### src/pkg/oscwu_pkg.sv
// Purpose: Shared constants and types of the oscillator warm-up counter
// Assumes: Word-aligned AHB-Lite register map, byte offsets below
// Notes:   Every field position and code used by more than one file lives here

package oscwu_pkg;

  // ----------------------------------------------------------------------
  // Register map (byte addresses)
  // ----------------------------------------------------------------------
  localparam logic [7:0] OFS_LOWER_CTRL = 8'h00;
  localparam logic [7:0] OFS_UPPER_CTRL = 8'h04;
  localparam logic [7:0] OFS_COMPARE    = 8'h08;
  localparam logic [7:0] OFS_SYS_CTRL   = 8'h0c;
  localparam logic [7:0] OFS_COUNT      = 8'h10;
  localparam logic [7:0] OFS_IRQ_STATUS = 8'h14;
  localparam logic [7:0] OFS_IRQ_MASK   = 8'h18;
  localparam logic [7:0] OFS_STATE      = 8'h1c;

  // ----------------------------------------------------------------------
  // Timer control fields
  // ----------------------------------------------------------------------
  localparam int         MODE_LSB      = 0;
  localparam int         MODE_W        = 3;
  localparam int         SRC_LSB       = 4;
  localparam int         SRC_W         = 3;
  localparam int         RUN_BIT       = 3;
  localparam int         FLOP_INIT_BIT = 7;
  localparam logic [2:0] MODE_CASCADE  = 3'h3;
  localparam logic [2:0] MODE_WARMUP   = 3'h5;
  localparam logic [2:0] SRC_LOW_FREQ  = 3'h4;
  localparam logic [2:0] SRC_HIGH_FREQ = 3'h6;

  // ----------------------------------------------------------------------
  // System clock control fields
  // ----------------------------------------------------------------------
  localparam int HIGH_OSC_BIT  = 7;
  localparam int LOW_OSC_BIT   = 6;
  localparam int LOW_CLOCK_BIT = 5;

  // ----------------------------------------------------------------------
  // Reset values, bus codes, interrupt bits
  // ----------------------------------------------------------------------
  localparam logic [7:0]  RST_LOWER_CTRL = 8'h00;
  localparam logic [7:0]  RST_UPPER_CTRL = 8'h00;
  localparam logic [15:0] RST_COMPARE    = 16'h0000;
  localparam logic [7:0]  RST_SYS_CTRL   = 8'h80;
  localparam logic [2:0]  HSIZE_WORD     = 3'h2;
  localparam int          IRQ_MATCH_BIT  = 0;
  localparam int          CMP_UPPER_LSB  = 8;

  typedef enum logic [2:0] {
    OSCWU_IDLE = 3'b001,
    OSCWU_RUN  = 3'b010,
    OSCWU_DONE = 3'b100
  } oscwu_state_t;

endpackage

### src/logic/oscwu_edge.sv
// Purpose: Turns the selected source clock into one-cycle count ticks
// Assumes: Source clock inputs are synchronous to hclk and slower than it
// Notes:   A source that is not selected produces no ticks

`timescale 1ns/1ps
`default_nettype none

module oscwu_edge (
  input  wire logic hclk,
  input  wire logic hresetn,
  input  wire logic sel_low,
  input  wire logic sel_high,
  input  wire logic low_freq_clock,
  input  wire logic high_freq_clock,
  output wire logic tick
);
  import oscwu_pkg::*;

  typedef struct packed {
    logic prev_low;
    logic prev_high;
  } oscwu_edge_t;

  oscwu_edge_t r;
  oscwu_edge_t next_r;

  // ----------------------------------------------------------------------
  // Rising edge of the chosen source
  // ----------------------------------------------------------------------
  always_comb begin
    next_r.prev_low  = low_freq_clock;
    next_r.prev_high = high_freq_clock;
  end

  always_ff @(posedge hclk or negedge hresetn) begin
    if (!hresetn) begin
      r <= '0;
    end else begin
      r <= next_r;
    end
  end

  assign tick = (sel_low & low_freq_clock & ~r.prev_low) |
                (sel_high & high_freq_clock & ~r.prev_high);

endmodule

`default_nettype wire

### src/logic/oscwu_count.sv
// Purpose: Cascaded 16-bit up-counter with upper-byte compare
// Assumes: One enable pulse per source clock edge
// Notes:   Clear beats both count and match in the same cycle

`timescale 1ns/1ps
`default_nettype none

module oscwu_count (
  input  wire logic        hclk,
  input  wire logic        hresetn,
  input  wire logic        clear,
  input  wire logic        enable,
  input  wire logic [7:0]  cmp_upper,
  output wire logic [15:0] count,
  output wire logic        match
);
  import oscwu_pkg::*;

  typedef struct packed {
    logic [15:0] count;
  } oscwu_count_t;

  oscwu_count_t r;
  oscwu_count_t next_r;
  logic [15:0]  incremented;

  assign incremented = r.count + 16'h0001;
  // Low byte of the compare takes no part in the match
  assign match = enable & ~clear & (incremented[15:CMP_UPPER_LSB] == cmp_upper);

  // ----------------------------------------------------------------------
  // Count, clear on match, hold when idle
  // ----------------------------------------------------------------------
  always_comb begin
    next_r = r;
    if (clear) begin
      next_r.count = 16'h0000;
    end else if (match) begin
      next_r.count = 16'h0000;
    end else if (enable) begin
      next_r.count = incremented;
    end
  end

  always_ff @(posedge hclk or negedge hresetn) begin
    if (!hresetn) begin
      r <= '0;
    end else begin
      r <= next_r;
    end
  end

  assign count = r.count;

endmodule

`default_nettype wire

### src/logic/oscwu_top.sv
// Purpose: Oscillator warm-up counter with AHB-Lite register access
// Assumes: Source clocks are synchronous inputs slower than hclk
// Notes:   Zero-wait slave; reads return data one cycle after address
//          A restart always counts from zero; the low compare byte is kept but unused
//
// Chosen here: the AHB-Lite slave port and the register addresses.

`timescale 1ns/1ps
`default_nettype none

module oscwu_top (
  input  wire logic        hclk,
  input  wire logic        hresetn,
  input  wire logic        hsel,
  input  wire logic [31:0] haddr,
  input  wire logic [1:0]  htrans,
  input  wire logic        hwrite,
  input  wire logic [2:0]  hsize,
  input  wire logic [31:0] hwdata,
  input  wire logic        hready,
  output wire logic [31:0] hrdata,
  output wire logic        hreadyout,
  output wire logic        hresp,
  input  wire logic        low_freq_clock,
  input  wire logic        high_freq_clock,
  output wire logic        high_osc_enable,
  output wire logic        low_osc_enable,
  output wire logic        low_clock_select,
  output wire logic        irq
);
  import oscwu_pkg::*;

  // ----------------------------------------------------------------------
  // State
  // ----------------------------------------------------------------------
  typedef struct packed {
    logic [7:0]   lower_timer_control;
    logic [7:0]   upper_timer_control;
    logic [15:0]  compare;
    logic [7:0]   system_clock_control;
    logic         irq_status;
    logic         irq_mask;
    oscwu_state_t state;
    logic         dp_valid;
    logic         dp_write;
    logic [7:0]   dp_addr;
    logic [31:0]  rdata;
  } oscwu_regs_t;

  localparam oscwu_regs_t RESET_REGS = '{
    lower_timer_control:  RST_LOWER_CTRL,
    upper_timer_control:  RST_UPPER_CTRL,
    compare:              RST_COMPARE,
    system_clock_control: RST_SYS_CTRL,
    irq_status:           1'b0,
    irq_mask:             1'b0,
    state:                OSCWU_IDLE,
    dp_valid:             1'b0,
    dp_write:             1'b0,
    dp_addr:              8'h00,
    rdata:                32'h0000_0000
  };

  oscwu_regs_t r;
  oscwu_regs_t next_r;

  logic        take;
  logic        wr_phase;
  logic        wr_upper;
  logic        start;
  logic        w1c_match;
  logic        warmup_armed;
  logic        active;
  logic        sel_low;
  logic        sel_high;
  logic        tick;
  logic        cnt_match;
  logic [15:0] count;
  logic [2:0]  lower_mode;
  logic [2:0]  upper_mode;
  logic [2:0]  src_sel;
  logic        sel_ok;
  logic        trans_ok;
  logic        size_ok;
  logic        ap_mapped;
  logic        dp_mapped;
  logic        run_now;
  logic        run_next;
  logic        run_off;
  logic        cnt_clear;
  logic        cnt_enable;
  logic [7:0]  cmp_upper;
  logic        irq_set;
  logic        irq_clear;
  logic        irq_next;
  logic        irq_pend;

  // ----------------------------------------------------------------------
  // Decode of the stored controls
  // ----------------------------------------------------------------------
  assign lower_mode = r.lower_timer_control[MODE_LSB +: MODE_W];
  assign upper_mode = r.upper_timer_control[MODE_LSB +: MODE_W];
  assign src_sel    = r.lower_timer_control[SRC_LSB +: SRC_W];

  // 43H and 63H both mean cascaded operation with flop init zero
  assign warmup_armed = (upper_mode == MODE_WARMUP) &&
                        (lower_mode == MODE_CASCADE);
  // Prescaled sources are not modelled, so any other code never ticks
  assign sel_low  = (src_sel == SRC_LOW_FREQ);
  assign sel_high = (src_sel == SRC_HIGH_FREQ);
  assign active   = warmup_armed && r.upper_timer_control[RUN_BIT];

  // ----------------------------------------------------------------------
  // Address decode, one compare per register slot in each bus phase
  // ----------------------------------------------------------------------
  // Slot order follows the register map; the index is the offset over four
  localparam int         REG_SLOTS = 8;
  localparam logic [7:0] SLOT_OFS [REG_SLOTS] = '{
    OFS_LOWER_CTRL,
    OFS_UPPER_CTRL,
    OFS_COMPARE,
    OFS_SYS_CTRL,
    OFS_COUNT,
    OFS_IRQ_STATUS,
    OFS_IRQ_MASK,
    OFS_STATE
  };

  // Hits of the address phase and of the data phase
  logic [REG_SLOTS-1:0] ap_hit;
  logic [REG_SLOTS-1:0] dp_hit;

  for (genvar i = 0; i < REG_SLOTS; i++) begin : g_slot
    assign ap_hit[i] = (haddr[7:0] == SLOT_OFS[i]);
    assign dp_hit[i] = (r.dp_addr == SLOT_OFS[i]);
  end

  // Misaligned and unmapped addresses fall out here and read as zero
  assign ap_mapped = |ap_hit;
  assign dp_mapped = |dp_hit;

  // ----------------------------------------------------------------------
  // Bus phases
  // ----------------------------------------------------------------------
  assign sel_ok   = hsel && hready;
  // NONSEQ and SEQ carry a transfer, IDLE and BUSY do not
  assign trans_ok = htrans[1];
  // Narrow accesses are dropped but still answered OKAY
  assign size_ok  = (hsize == HSIZE_WORD);
  assign take     = sel_ok && trans_ok && size_ok;
  // Writes land at the end of the data phase, with hwdata as it stands then
  assign wr_phase = r.dp_valid && r.dp_write && dp_mapped;
  assign wr_upper = wr_phase && (r.dp_addr == OFS_UPPER_CTRL);
  // Only a zero-to-one change of the run bit restarts the count
  assign start    = wr_upper && hwdata[RUN_BIT] &&
                    !r.upper_timer_control[RUN_BIT];
  assign w1c_match = wr_phase && (r.dp_addr == OFS_IRQ_STATUS) &&
                     hwdata[IRQ_MATCH_BIT];

  // ----------------------------------------------------------------------
  // Run control
  // ----------------------------------------------------------------------
  assign run_now  = r.upper_timer_control[RUN_BIT];
  assign run_next = wr_upper ? hwdata[RUN_BIT] : run_now;
  // Any write that leaves the run bit low ends a run or a finished wait
  assign run_off  = !run_next;
  // A restart clears the count; a stopped or unarmed counter never ticks
  assign cnt_clear  = start;
  assign cnt_enable = active && tick;
  assign cmp_upper  = r.compare[15:CMP_UPPER_LSB];

  // ----------------------------------------------------------------------
  // Interrupt status
  // ----------------------------------------------------------------------
  // Set wins, so a match landing on the clearing write is never lost
  assign irq_set   = cnt_match;
  assign irq_clear = w1c_match && !irq_set;
  assign irq_next  = irq_set | (r.irq_status & ~irq_clear);
  // Level output; software drops it through the status register
  assign irq_pend  = r.irq_status & r.irq_mask;

  // ----------------------------------------------------------------------
  // Source edge detector and cascaded counter
  // ----------------------------------------------------------------------
  oscwu_edge u_edge (
    .hclk            (hclk),
    .hresetn         (hresetn),
    .sel_low         (sel_low),
    .sel_high        (sel_high),
    .low_freq_clock  (low_freq_clock),
    .high_freq_clock (high_freq_clock),
    .tick            (tick)
  );

  oscwu_count u_count (
    .hclk      (hclk),
    .hresetn   (hresetn),
    .clear     (cnt_clear),
    .enable    (cnt_enable),
    .cmp_upper (cmp_upper),
    .count     (count),
    .match     (cnt_match)
  );

  // ----------------------------------------------------------------------
  // Read mux, evaluated on the register state that the edge will store and the present count
  // ----------------------------------------------------------------------
  function automatic logic [31:0] read_word(input oscwu_regs_t s,
                                            input logic [15:0] cnt);
    logic [31:0] w;
    w = 32'h0000_0000;
    case (s.dp_addr)
      OFS_LOWER_CTRL: begin
        w[7:0] = s.lower_timer_control;
      end
      OFS_UPPER_CTRL: begin
        w[7:0] = s.upper_timer_control;
      end
      OFS_COMPARE: begin
        w[15:0] = s.compare;
      end
      OFS_SYS_CTRL: begin
        w[7:0] = s.system_clock_control;
      end
      OFS_COUNT: begin
        w[15:0] = cnt;
      end
      OFS_IRQ_STATUS: begin
        w[IRQ_MATCH_BIT] = s.irq_status;
      end
      OFS_IRQ_MASK: begin
        w[IRQ_MATCH_BIT] = s.irq_mask;
      end
      OFS_STATE: begin
        w[2:0] = s.state;
      end
      default: begin
        w = 32'h0000_0000;
      end
    endcase
    return w;
  endfunction

  // ----------------------------------------------------------------------
  // Next state
  // ----------------------------------------------------------------------
  always_comb begin
    next_r = r;

    if (wr_phase) begin
      case (r.dp_addr)
        OFS_LOWER_CTRL: begin
          next_r.lower_timer_control = hwdata[7:0];
        end
        OFS_UPPER_CTRL: begin
          // Run bit lives here; clearing it freezes the count
          next_r.upper_timer_control = hwdata[7:0];
        end
        OFS_COMPARE: begin
          next_r.compare = hwdata[15:0];
        end
        OFS_SYS_CTRL: begin
          next_r.system_clock_control = hwdata[7:0];
        end
        OFS_IRQ_MASK: begin
          next_r.irq_mask = hwdata[IRQ_MATCH_BIT];
        end
        default: begin
          next_r.lower_timer_control = r.lower_timer_control;
        end
      endcase
    end

    next_r.irq_status = irq_next;

    case (r.state)
      OSCWU_IDLE: begin
        if (start) begin
          next_r.state = OSCWU_RUN;
        end
      end
      OSCWU_RUN: begin
        if (run_off) begin
          next_r.state = OSCWU_IDLE;
        end else if (cnt_match) begin
          next_r.state = OSCWU_DONE;
        end
      end
      OSCWU_DONE: begin
        if (run_off) begin
          next_r.state = OSCWU_IDLE;
        end
      end
      default: begin
        next_r.state = OSCWU_IDLE;
      end
    endcase

    next_r.dp_valid = take;
    next_r.dp_write = hwrite;
    next_r.dp_addr  = haddr[7:0];
    if (take && !hwrite) begin
      next_r.rdata = ap_mapped ? read_word(next_r, count) : 32'h0000_0000;
    end
  end

  always_ff @(posedge hclk or negedge hresetn) begin
    if (!hresetn) begin
      r <= RESET_REGS;
    end else begin
      r <= next_r;
    end
  end

  // ----------------------------------------------------------------------
  // Outputs
  // ----------------------------------------------------------------------
  assign hrdata           = r.rdata;
  assign hreadyout        = 1'b1;
  assign hresp            = 1'b0;
  assign high_osc_enable  = r.system_clock_control[HIGH_OSC_BIT];
  assign low_osc_enable   = r.system_clock_control[LOW_OSC_BIT];
  assign low_clock_select = r.system_clock_control[LOW_CLOCK_BIT];
  assign irq              = irq_pend;

endmodule

`default_nettype wire

### config.mk
export PLATFORM = sky130hd
export DESIGN_NAME = oscwu_top
export DESIGN_NICKNAME = d
export VERILOG_FILES = /design/src/pkg/oscwu_pkg.sv /design/src/logic/oscwu_edge.sv /design/src/logic/oscwu_count.sv /design/src/logic/oscwu_top.sv
export SDC_FILE = /design/constraint.sdc
export NUM_CORES = 1
export LEC_CHECK = 0
export ABC_AREA = 1
export BUFFER_PORTS_ARGS = -buffer_cell sky130_fd_sc_hd__buf_2
export CORE_MARGIN = 5
export CORE_UTILIZATION = 35
export CTS_CLUSTER_DIAMETER = 150
export DETAILED_ROUTE_END_ITERATION = 6
export SYNTH_ARGS = -nofsm -noshare
export SYNTH_HDL_FRONTEND = slang
export SYNTH_SLANG_ARGS = --single-unit
### constraint.sdc
create_clock -name hclk -period 2.7 [get_ports hclk]
set_clock_uncertainty 0.2 [all_clocks]
set_input_delay 0.54 -clock hclk [delete_from_list [all_inputs] [get_ports hclk]]
set_output_delay 0.54 -clock hclk [all_outputs]
set_load 0.03 [all_outputs]
==> results of run 1 <==
-- cells in the mapped netlist, types with 6 or more instances --
cell type / number
nand2_2: 11
clkbuf_1: 6
o22ai_1: 14
dfrtp_1: 87
buf_4: 35
inv_1: 55
nand4_1: 10
o21ai_0: 23
nor2_2: 9
nand2_1: 186
o21ai_1: 7
nor2_1: 37
xor2_1: 6
nand3_1: 57
a21oi_1: 12
-- cell families after synthesis --
| family | count (synthesis) | share of synthesized area |
|---|---|---|
| AND/OR/NAND/NOR | 330 | 0.310 |
| multiplexers | 5 | 0.0117 |
| other | 2 | 0.00156 |
| adder cells (fa/ha/maj) | 1 | 0.00259 |
| buffers and inverters | 104 | 0.116 |
| flip-flops | 89 | 0.462 |
| XOR/XNOR | 8 | 0.0174 |
| AO/OA/AOI/OAI | 66 | 0.0785 |
-- report_power, final --
group	switching, uW	leakage, uW	internal, uW
Clock	541	0.000148	811
Sequential	11.0	0.000996	1360
Combinational	129	0.00177	47.8
Total	682	0.00292	2210
-- final cells by class --
| type | instances | area share |
|---|---|---|
| sequential | 89 | 0.407 |
| multi-input combinational | 428 | 0.383 |
| timing repair buffer | 67 | 0.0721 |
| clock buffer | 9 | 0.0411 |
| tap | 180 | 0.0411 |
| inverter | 57 | 0.0390 |
| clock inverter | 6 | 0.0169 |
-- cells in the final DEF, fill, tap and decap left out, types with 2 or more instances in the layout --
cell	instances
nor3_1	5
nor2_4	4
nand2_1	186
nor2_2	8
clkbuf_16	9
mux2_2	5
dfrtp_1	87
buf_2	53
nor3b_1	2
o21ai_1	7
o22ai_1	14
nor2_1	37
nand3_2	3
xor2_1	6
clkinvlp_4	2
bufinv_16	2
nand2_2	11
buf_12	2
nor3_2	2
o21ai_0	23
o21a_1	5
a21oi_1	12
conb_1	18
dfstp_2	2
nand3_1	57
inv_1	55
nand4_1	10
buf_4	12
-- flip-flops by register name (all words and copies together) (netlist names) --
signal and flops:
cmp_upper 8, low_osc_enable 1, lower_mode 3, u_edge.r 2, u_count.count 16, low_clock_select 1
r 41, hrdata 16, high_osc_enable 1
-- metal layers --
metal	vias to the layer above	routed length (um)	GRT usage
li1	1996	-	-
met1	1984	5600	0.206
met2	102	6050	0.253
met3	16	548	0.0259
met4	0	258	0.0580
met5	-	0	0
-- metrics by stage --
| step | area, um2 | worst slack [ps] | utilization | hold WS [ps] | std cells |
|---|---|---|---|---|---|
| final | 5480 | 274 | 0.400 | 55.1 | 836 |
| after floorplan | 4890 | 591 | - | 44.4 | 621 |
| after global placement | 5160 | 248 | 0.376 | 254 | 821 |
| after global routing | 5480 | 41.9 | 0.400 | 111 | 836 |
| after CTS | 5480 | 183 | 0.399 | 88.7 | 836 |
| after detailed placement | 5160 | 202 | 0.376 | 254 | 821 |
-- worst max-delay path by stage --
| stage | startpoint | to | slack (ps) |
|---|---|---|---|
| 4_1_cts | u_count.count[1]$_DFFE_PN0P_ | hrdata[1]$_DFFE_PN0P_ | 180 |
| 3_3_place_gp | u_count.count[1]$_DFFE_PN0P_ | hrdata[1]$_DFFE_PN0P_ | 250 |
| 2_1_floorplan | hsize[0] | hrdata[6]$_DFFE_PN0P_ | 590 |
| 6_report | u_count.count[1]$_DFFE_PN0P_ | hrdata[1]$_DFFE_PN0P_ | 270 |
| 5_1_grt | u_count.count[1]$_DFFE_PN0P_ | hrdata[1]$_DFFE_PN0P_ | 40 |
| 3_5_place_dp | u_count.count[1]$_DFFE_PN0P_ | hrdata[1]$_DFFE_PN0P_ | 200 |
==> metrics.txt, run 1 <==
GP Congestion=0.866; CTS max path bufs=2; Buffers & Inverters on Critical Path=0; H-Tree Depth=3; die area=16200 um2; startpoint types=flop; worst-skew pair later-pin latency=340 ps; number of max-cap violations=0; Vias/cell=4.90; period utilisation layout=0.898; PortBufs=54; TritonRoute pass-1 iters=5; reg2reg path depth=16; Starting Density=0.352; # DRC=0; Total GRT Usage=0.155; CTS tree=done; number of flops mapped to enable cells by yosys=0; r2r endpoint=hrdata[1]$_DFFE_PN0P_; largest incremental delay on the critical path=400 ps; worst path required time=2730 ps; post-route ant nets=0; Final setup viols=0; VDD IR max=294 uV; antenna violations before repair=0; Filler Cell Count=1392; HP Class=input port to asynchronous set/reset pin; Slew headroom=0.512; Vias=4098; CTS root buffer=clkbuf_16; endpoints failing hold=0; syn avg cell area=7.98 um2; critical-path cell list=ha_1 > nand2_1 > nor2_4 > nand4_1 > nand2_1 > nand2_1 > nand2_1 > nand2_1 > nor2_2 > nand3_2 > nand2_1 > nand2_2 > nand2_1 > nand2_1 > nand2_1 > nand2_1; Slew Limit Fails=0; multi-input logic area=2100 um2; Crit. End Element=flop; Pleak=0.00292 uW; Tot Pwr=2900 uW; setup slack, reg-to-reg=270 ps; Synth top area share=0.451; count of cell types in the netlist=41; post-route setup TNS=0 ps; clock slew at reported path FFs=70 ps; drt wl/cell=14.9 um; Yosys top cell by area=dfrtp_1; CP delay by family, top=simple AND/OR/NAND/NOR gates; WS Path Type=flop to flop; CP arrival=2460 ps; Synth warnings=0; Post-Synthesis Cell Area=4830 um2; #FFs+latches synth=89; Setup Buffers After CTS=0; hold-fix buffers at CTS=0; fraction of layout cells with a size suffix above 1=0.191; Num Clock Sinks=89; vias in the first global route=3962; Initial DRC Count=396; register area=2230 um2; reg2reg start=u_count.count[1]$_DFFE_PN0P_; row cnt=43; crit-path max FO=5; slowest stage cell, crit path=dfrtp_1; top post-synthesis cells by area=dfrtp_1 45%, nand2_1 14%, nand3_1 5.9%, buf_4 5.4%, inv_1 4.3%; GRT overflow=0; pwr dens=528 nW/um2; asr flop ratio synth=1.00; Die H=127 um; TritonCTS Buffers=9; f_max=412 MHz; IO Count=114; Die X=127 um; stages on the worst setup path=16; core area=13700 um2; CP most frequent cell=nand2_1; pin slew with the least headroom to its limit=732 ps; largest net degree at the start of global routing=56; Nets=729; PostCTS Resize Cnt=0; cells after synthesis=605; status=complete, no violations; register area share after synthesis=0.462; ant diodes=0; dominant synthesized flop cell=dfrtp_1; detailed placement HPWL=9240 um; final wirelength=12500 um; Final min period=2430 ps; first-pass GRT wire length=20000 um; RSZ-0062 raised after global routing=no; Area Overhead vs Synth=13.6%
Power figures use the tool's default switching activity.
==> run 2, diff against run 1 <==
BUFFER_PORTS_ARGS = default   (was -buffer_cell sky130_fd_sc_hd__buf_2)
DONT_BUFFER_PORTS = 1   (was default)
SYNTH_HIERARCHICAL = 1   (was default)
==> metrics.txt, run 2 <==
Vias=4191; Setup crit start=u_count/count[3]$_DFFE_PN0P_; WS Path Type=flop to flop; Slew headroom=0.608; Vias/cell=4.66; GRT overflow=0; worst hold margin=-307 ps; worst-skew pair later-pin latency=340 ps; Num Clock Sinks=89; CP endpoint=hrdata[2]$_DFFE_PN0P_; clock slew at reported path FFs=70 ps; first-pass GRT wire length=20000 um; top post-synthesis cells by area=dfrtp_1 41%, nand2_1 16%, inv_1 7.3%, nand3_1 5.1%, buf_4 4.9%; CP arrival=2570 ps; Synth warnings=6; failing checks=hold timing; Starting Density=0.354; Die X=133 um; status=finished with violations; H-Tree Depth=3; core area=15000 um2; RSZ-0062 raised after global routing=no; Filler Cell Count=1559; Synth top area share=0.409; area post-placement=5370 um2; Area Overhead vs Synth=7.34%; Yosys top cell by area=dfrtp_1; cells after synthesis=710; asr flop ratio synth=1.00; VDD IR max=245 uV; Die H=133 um; max reg flops=41; dominant synthesized flop cell=dfrtp_1; setup slack, reg-to-reg=200 ps; post-route setup TNS=0 ps; pin slew with the least headroom to its limit=587 ps; CTS tree=done; reg2reg path depth=21; TritonRoute pass-1 iters=5; most common cell in the netlist=nand2_1; number of flops mapped to enable cells by yosys=0; CTS root buffer=clkbuf_16; Pleak=0.00301 uW; fraction of layout cells with a size suffix above 1=0.125; Crit. End Element=flop; largest net degree at the start of global routing=90; most frequent cells in the layout=219 x nand2_1, 103 x inv_1, 82 x dfrtp_1, 54 x nand3_1, 42 x nor2_1; syn avg cell area=7.49 um2; die area=17800 um2; Final min period=2500 ps; register area share after synthesis=0.419; r2r endpoint=hrdata[2]$_DFFE_PN0P_; TritonCTS Buffers=9; Total GRT Usage=0.139; # DRC=0; #FFs+latches synth=89; f_max=401 MHz; Synth top cells by count=221 x nand2_1, 103 x inv_1, 87 x dfrtp_1; post-route ant nets=0; antenna violations before repair=0; number of max-cap violations=0; GP Congestion=0.853; Final setup viols=0; Post-Synthesis Cell Area=5320 um2; PortBufs=0; final wirelength=12300 um; Nets=783; worst path required time=2770 ps; commonest non-fill, non-tap cell in the layout=nand2_1; Initial DRC Count=287; vias in the first global route=3877; CTS max path bufs=2; crit-path max FO=6; detailed placement HPWL=8970 um; drt wl/cell=13.7 um; Slew Limit Fails=0; period utilisation layout=0.925; row cnt=45; pwr dens=476 nW/um2; IO Count=114; Final Instance Area=5710 um2; count of cell types in the netlist=38; reg2reg start=u_count/count[3]$_DFFE_PN0P_; register with the most flip-flops=r; ant diodes=0; HP Class=input port to asynchronous set/reset pin; startpoint types=flop; endpoints failing hold=89
[run 2: stage by stage]
step	setup slack, ps	cells	util	power [uW]
floorplan	255	726	-	1460
global placement	129	881	0.357	1450
detailed placement	68.4	881	0.357	1450
CTS	42.0	897	0.377	2750
global route	15.0	899	0.380	2810
finish	203	899	0.380	2720
[run 2: worst min-delay path by stage]
stage | startpoint | end | slack [ps]
final | hresetn | r[38]$_DFF_PN0_ | -310
after global routing | hresetn | r[38]$_DFF_PN0_ | -330
after CTS | hresetn | r[37]$_DFF_PN0_ | -320
after detailed placement | hresetn | r[37]$_DFF_PN0_ | 50
after global placement | hresetn | r[37]$_DFF_PN0_ | 50
after floorplan | hresetn | cmp_upper[0]$_DFF_PN0_ | 40
[run 2: critical path, cell delays in order (launching register included)]
cell and delay (ps):
dfrtp_2 440, nand2_1 120, inv_1 50, nand2_1 100, nor2_4 60, buf_4 140
buf_4 120, nand3_1 70, nand3_1 80, nand2_1 70, nand2_1 80, nor2_2 100
nand2_2 70, nor2_2 110, inv_1 70, o21ai_1 130, nand3_1 80, inv_1 80
a21oi_1 70, nand2_1 100, nand2_1 60, nand2_1 50
[run 2: logic make-up (layout without fill, tap and decap cells)]
family,count (synthesis),after routing,synth area share
other,2,18,0.00141
AOI/OAI and AO/OA,50,50,0.0522
and+or+nand+nor,403,403,0.358
buffers and inverters,157,142,0.145
adders and majority gates,1,1,0.00235
DFF,89,89,0.419
xor gates and xnor gates,8,8,0.0216
[run 2: report_power, final]
| part | internal [uW] | switching (uW) | total, uW |
|---|---|---|---|
| clock | 749 | 542 | 1290 |
| sequential | 1340 | 5.81 | 1350 |
| combinational | 12.0 | 67.8 | 79.8 |
| total | 2100 | 616 | 2720 |
[run 2: repair_timing]
item,4_1_cts,5_1_grt
hold endpoints to repair,89,89
resized for setup,0,11
setup endpoints to repair,0,1
setup buffers,0,2
[run 2: cell type report]
| type | count | area (um2) | share of cell area |
|---|---|---|---|
| well taps | 188 | 235 | 0.0412 |
| inverters | 108 | 405 | 0.0710 |
| multi-input cells | 480 | 2390 | 0.419 |
| clock inverters | 5 | 62.6 | 0.0110 |
| clock buffers | 11 | 243 | 0.0425 |
| flip-flops and latches | 89 | 2240 | 0.392 |
| repair buffers | 18 | 135 | 0.0237 |
[run 2: per-layer routing]
layer | vias to the layer above | wire (um) | global-route usage
li1 | 2156 | - | -
met1 | 1925 | 5820 | 0.190
met2 | 100 | 5740 | 0.227
met3 | 10 | 633 | 0.0253
met4 | 0 | 121 | 0.0377
met5 | - | 0 | 0
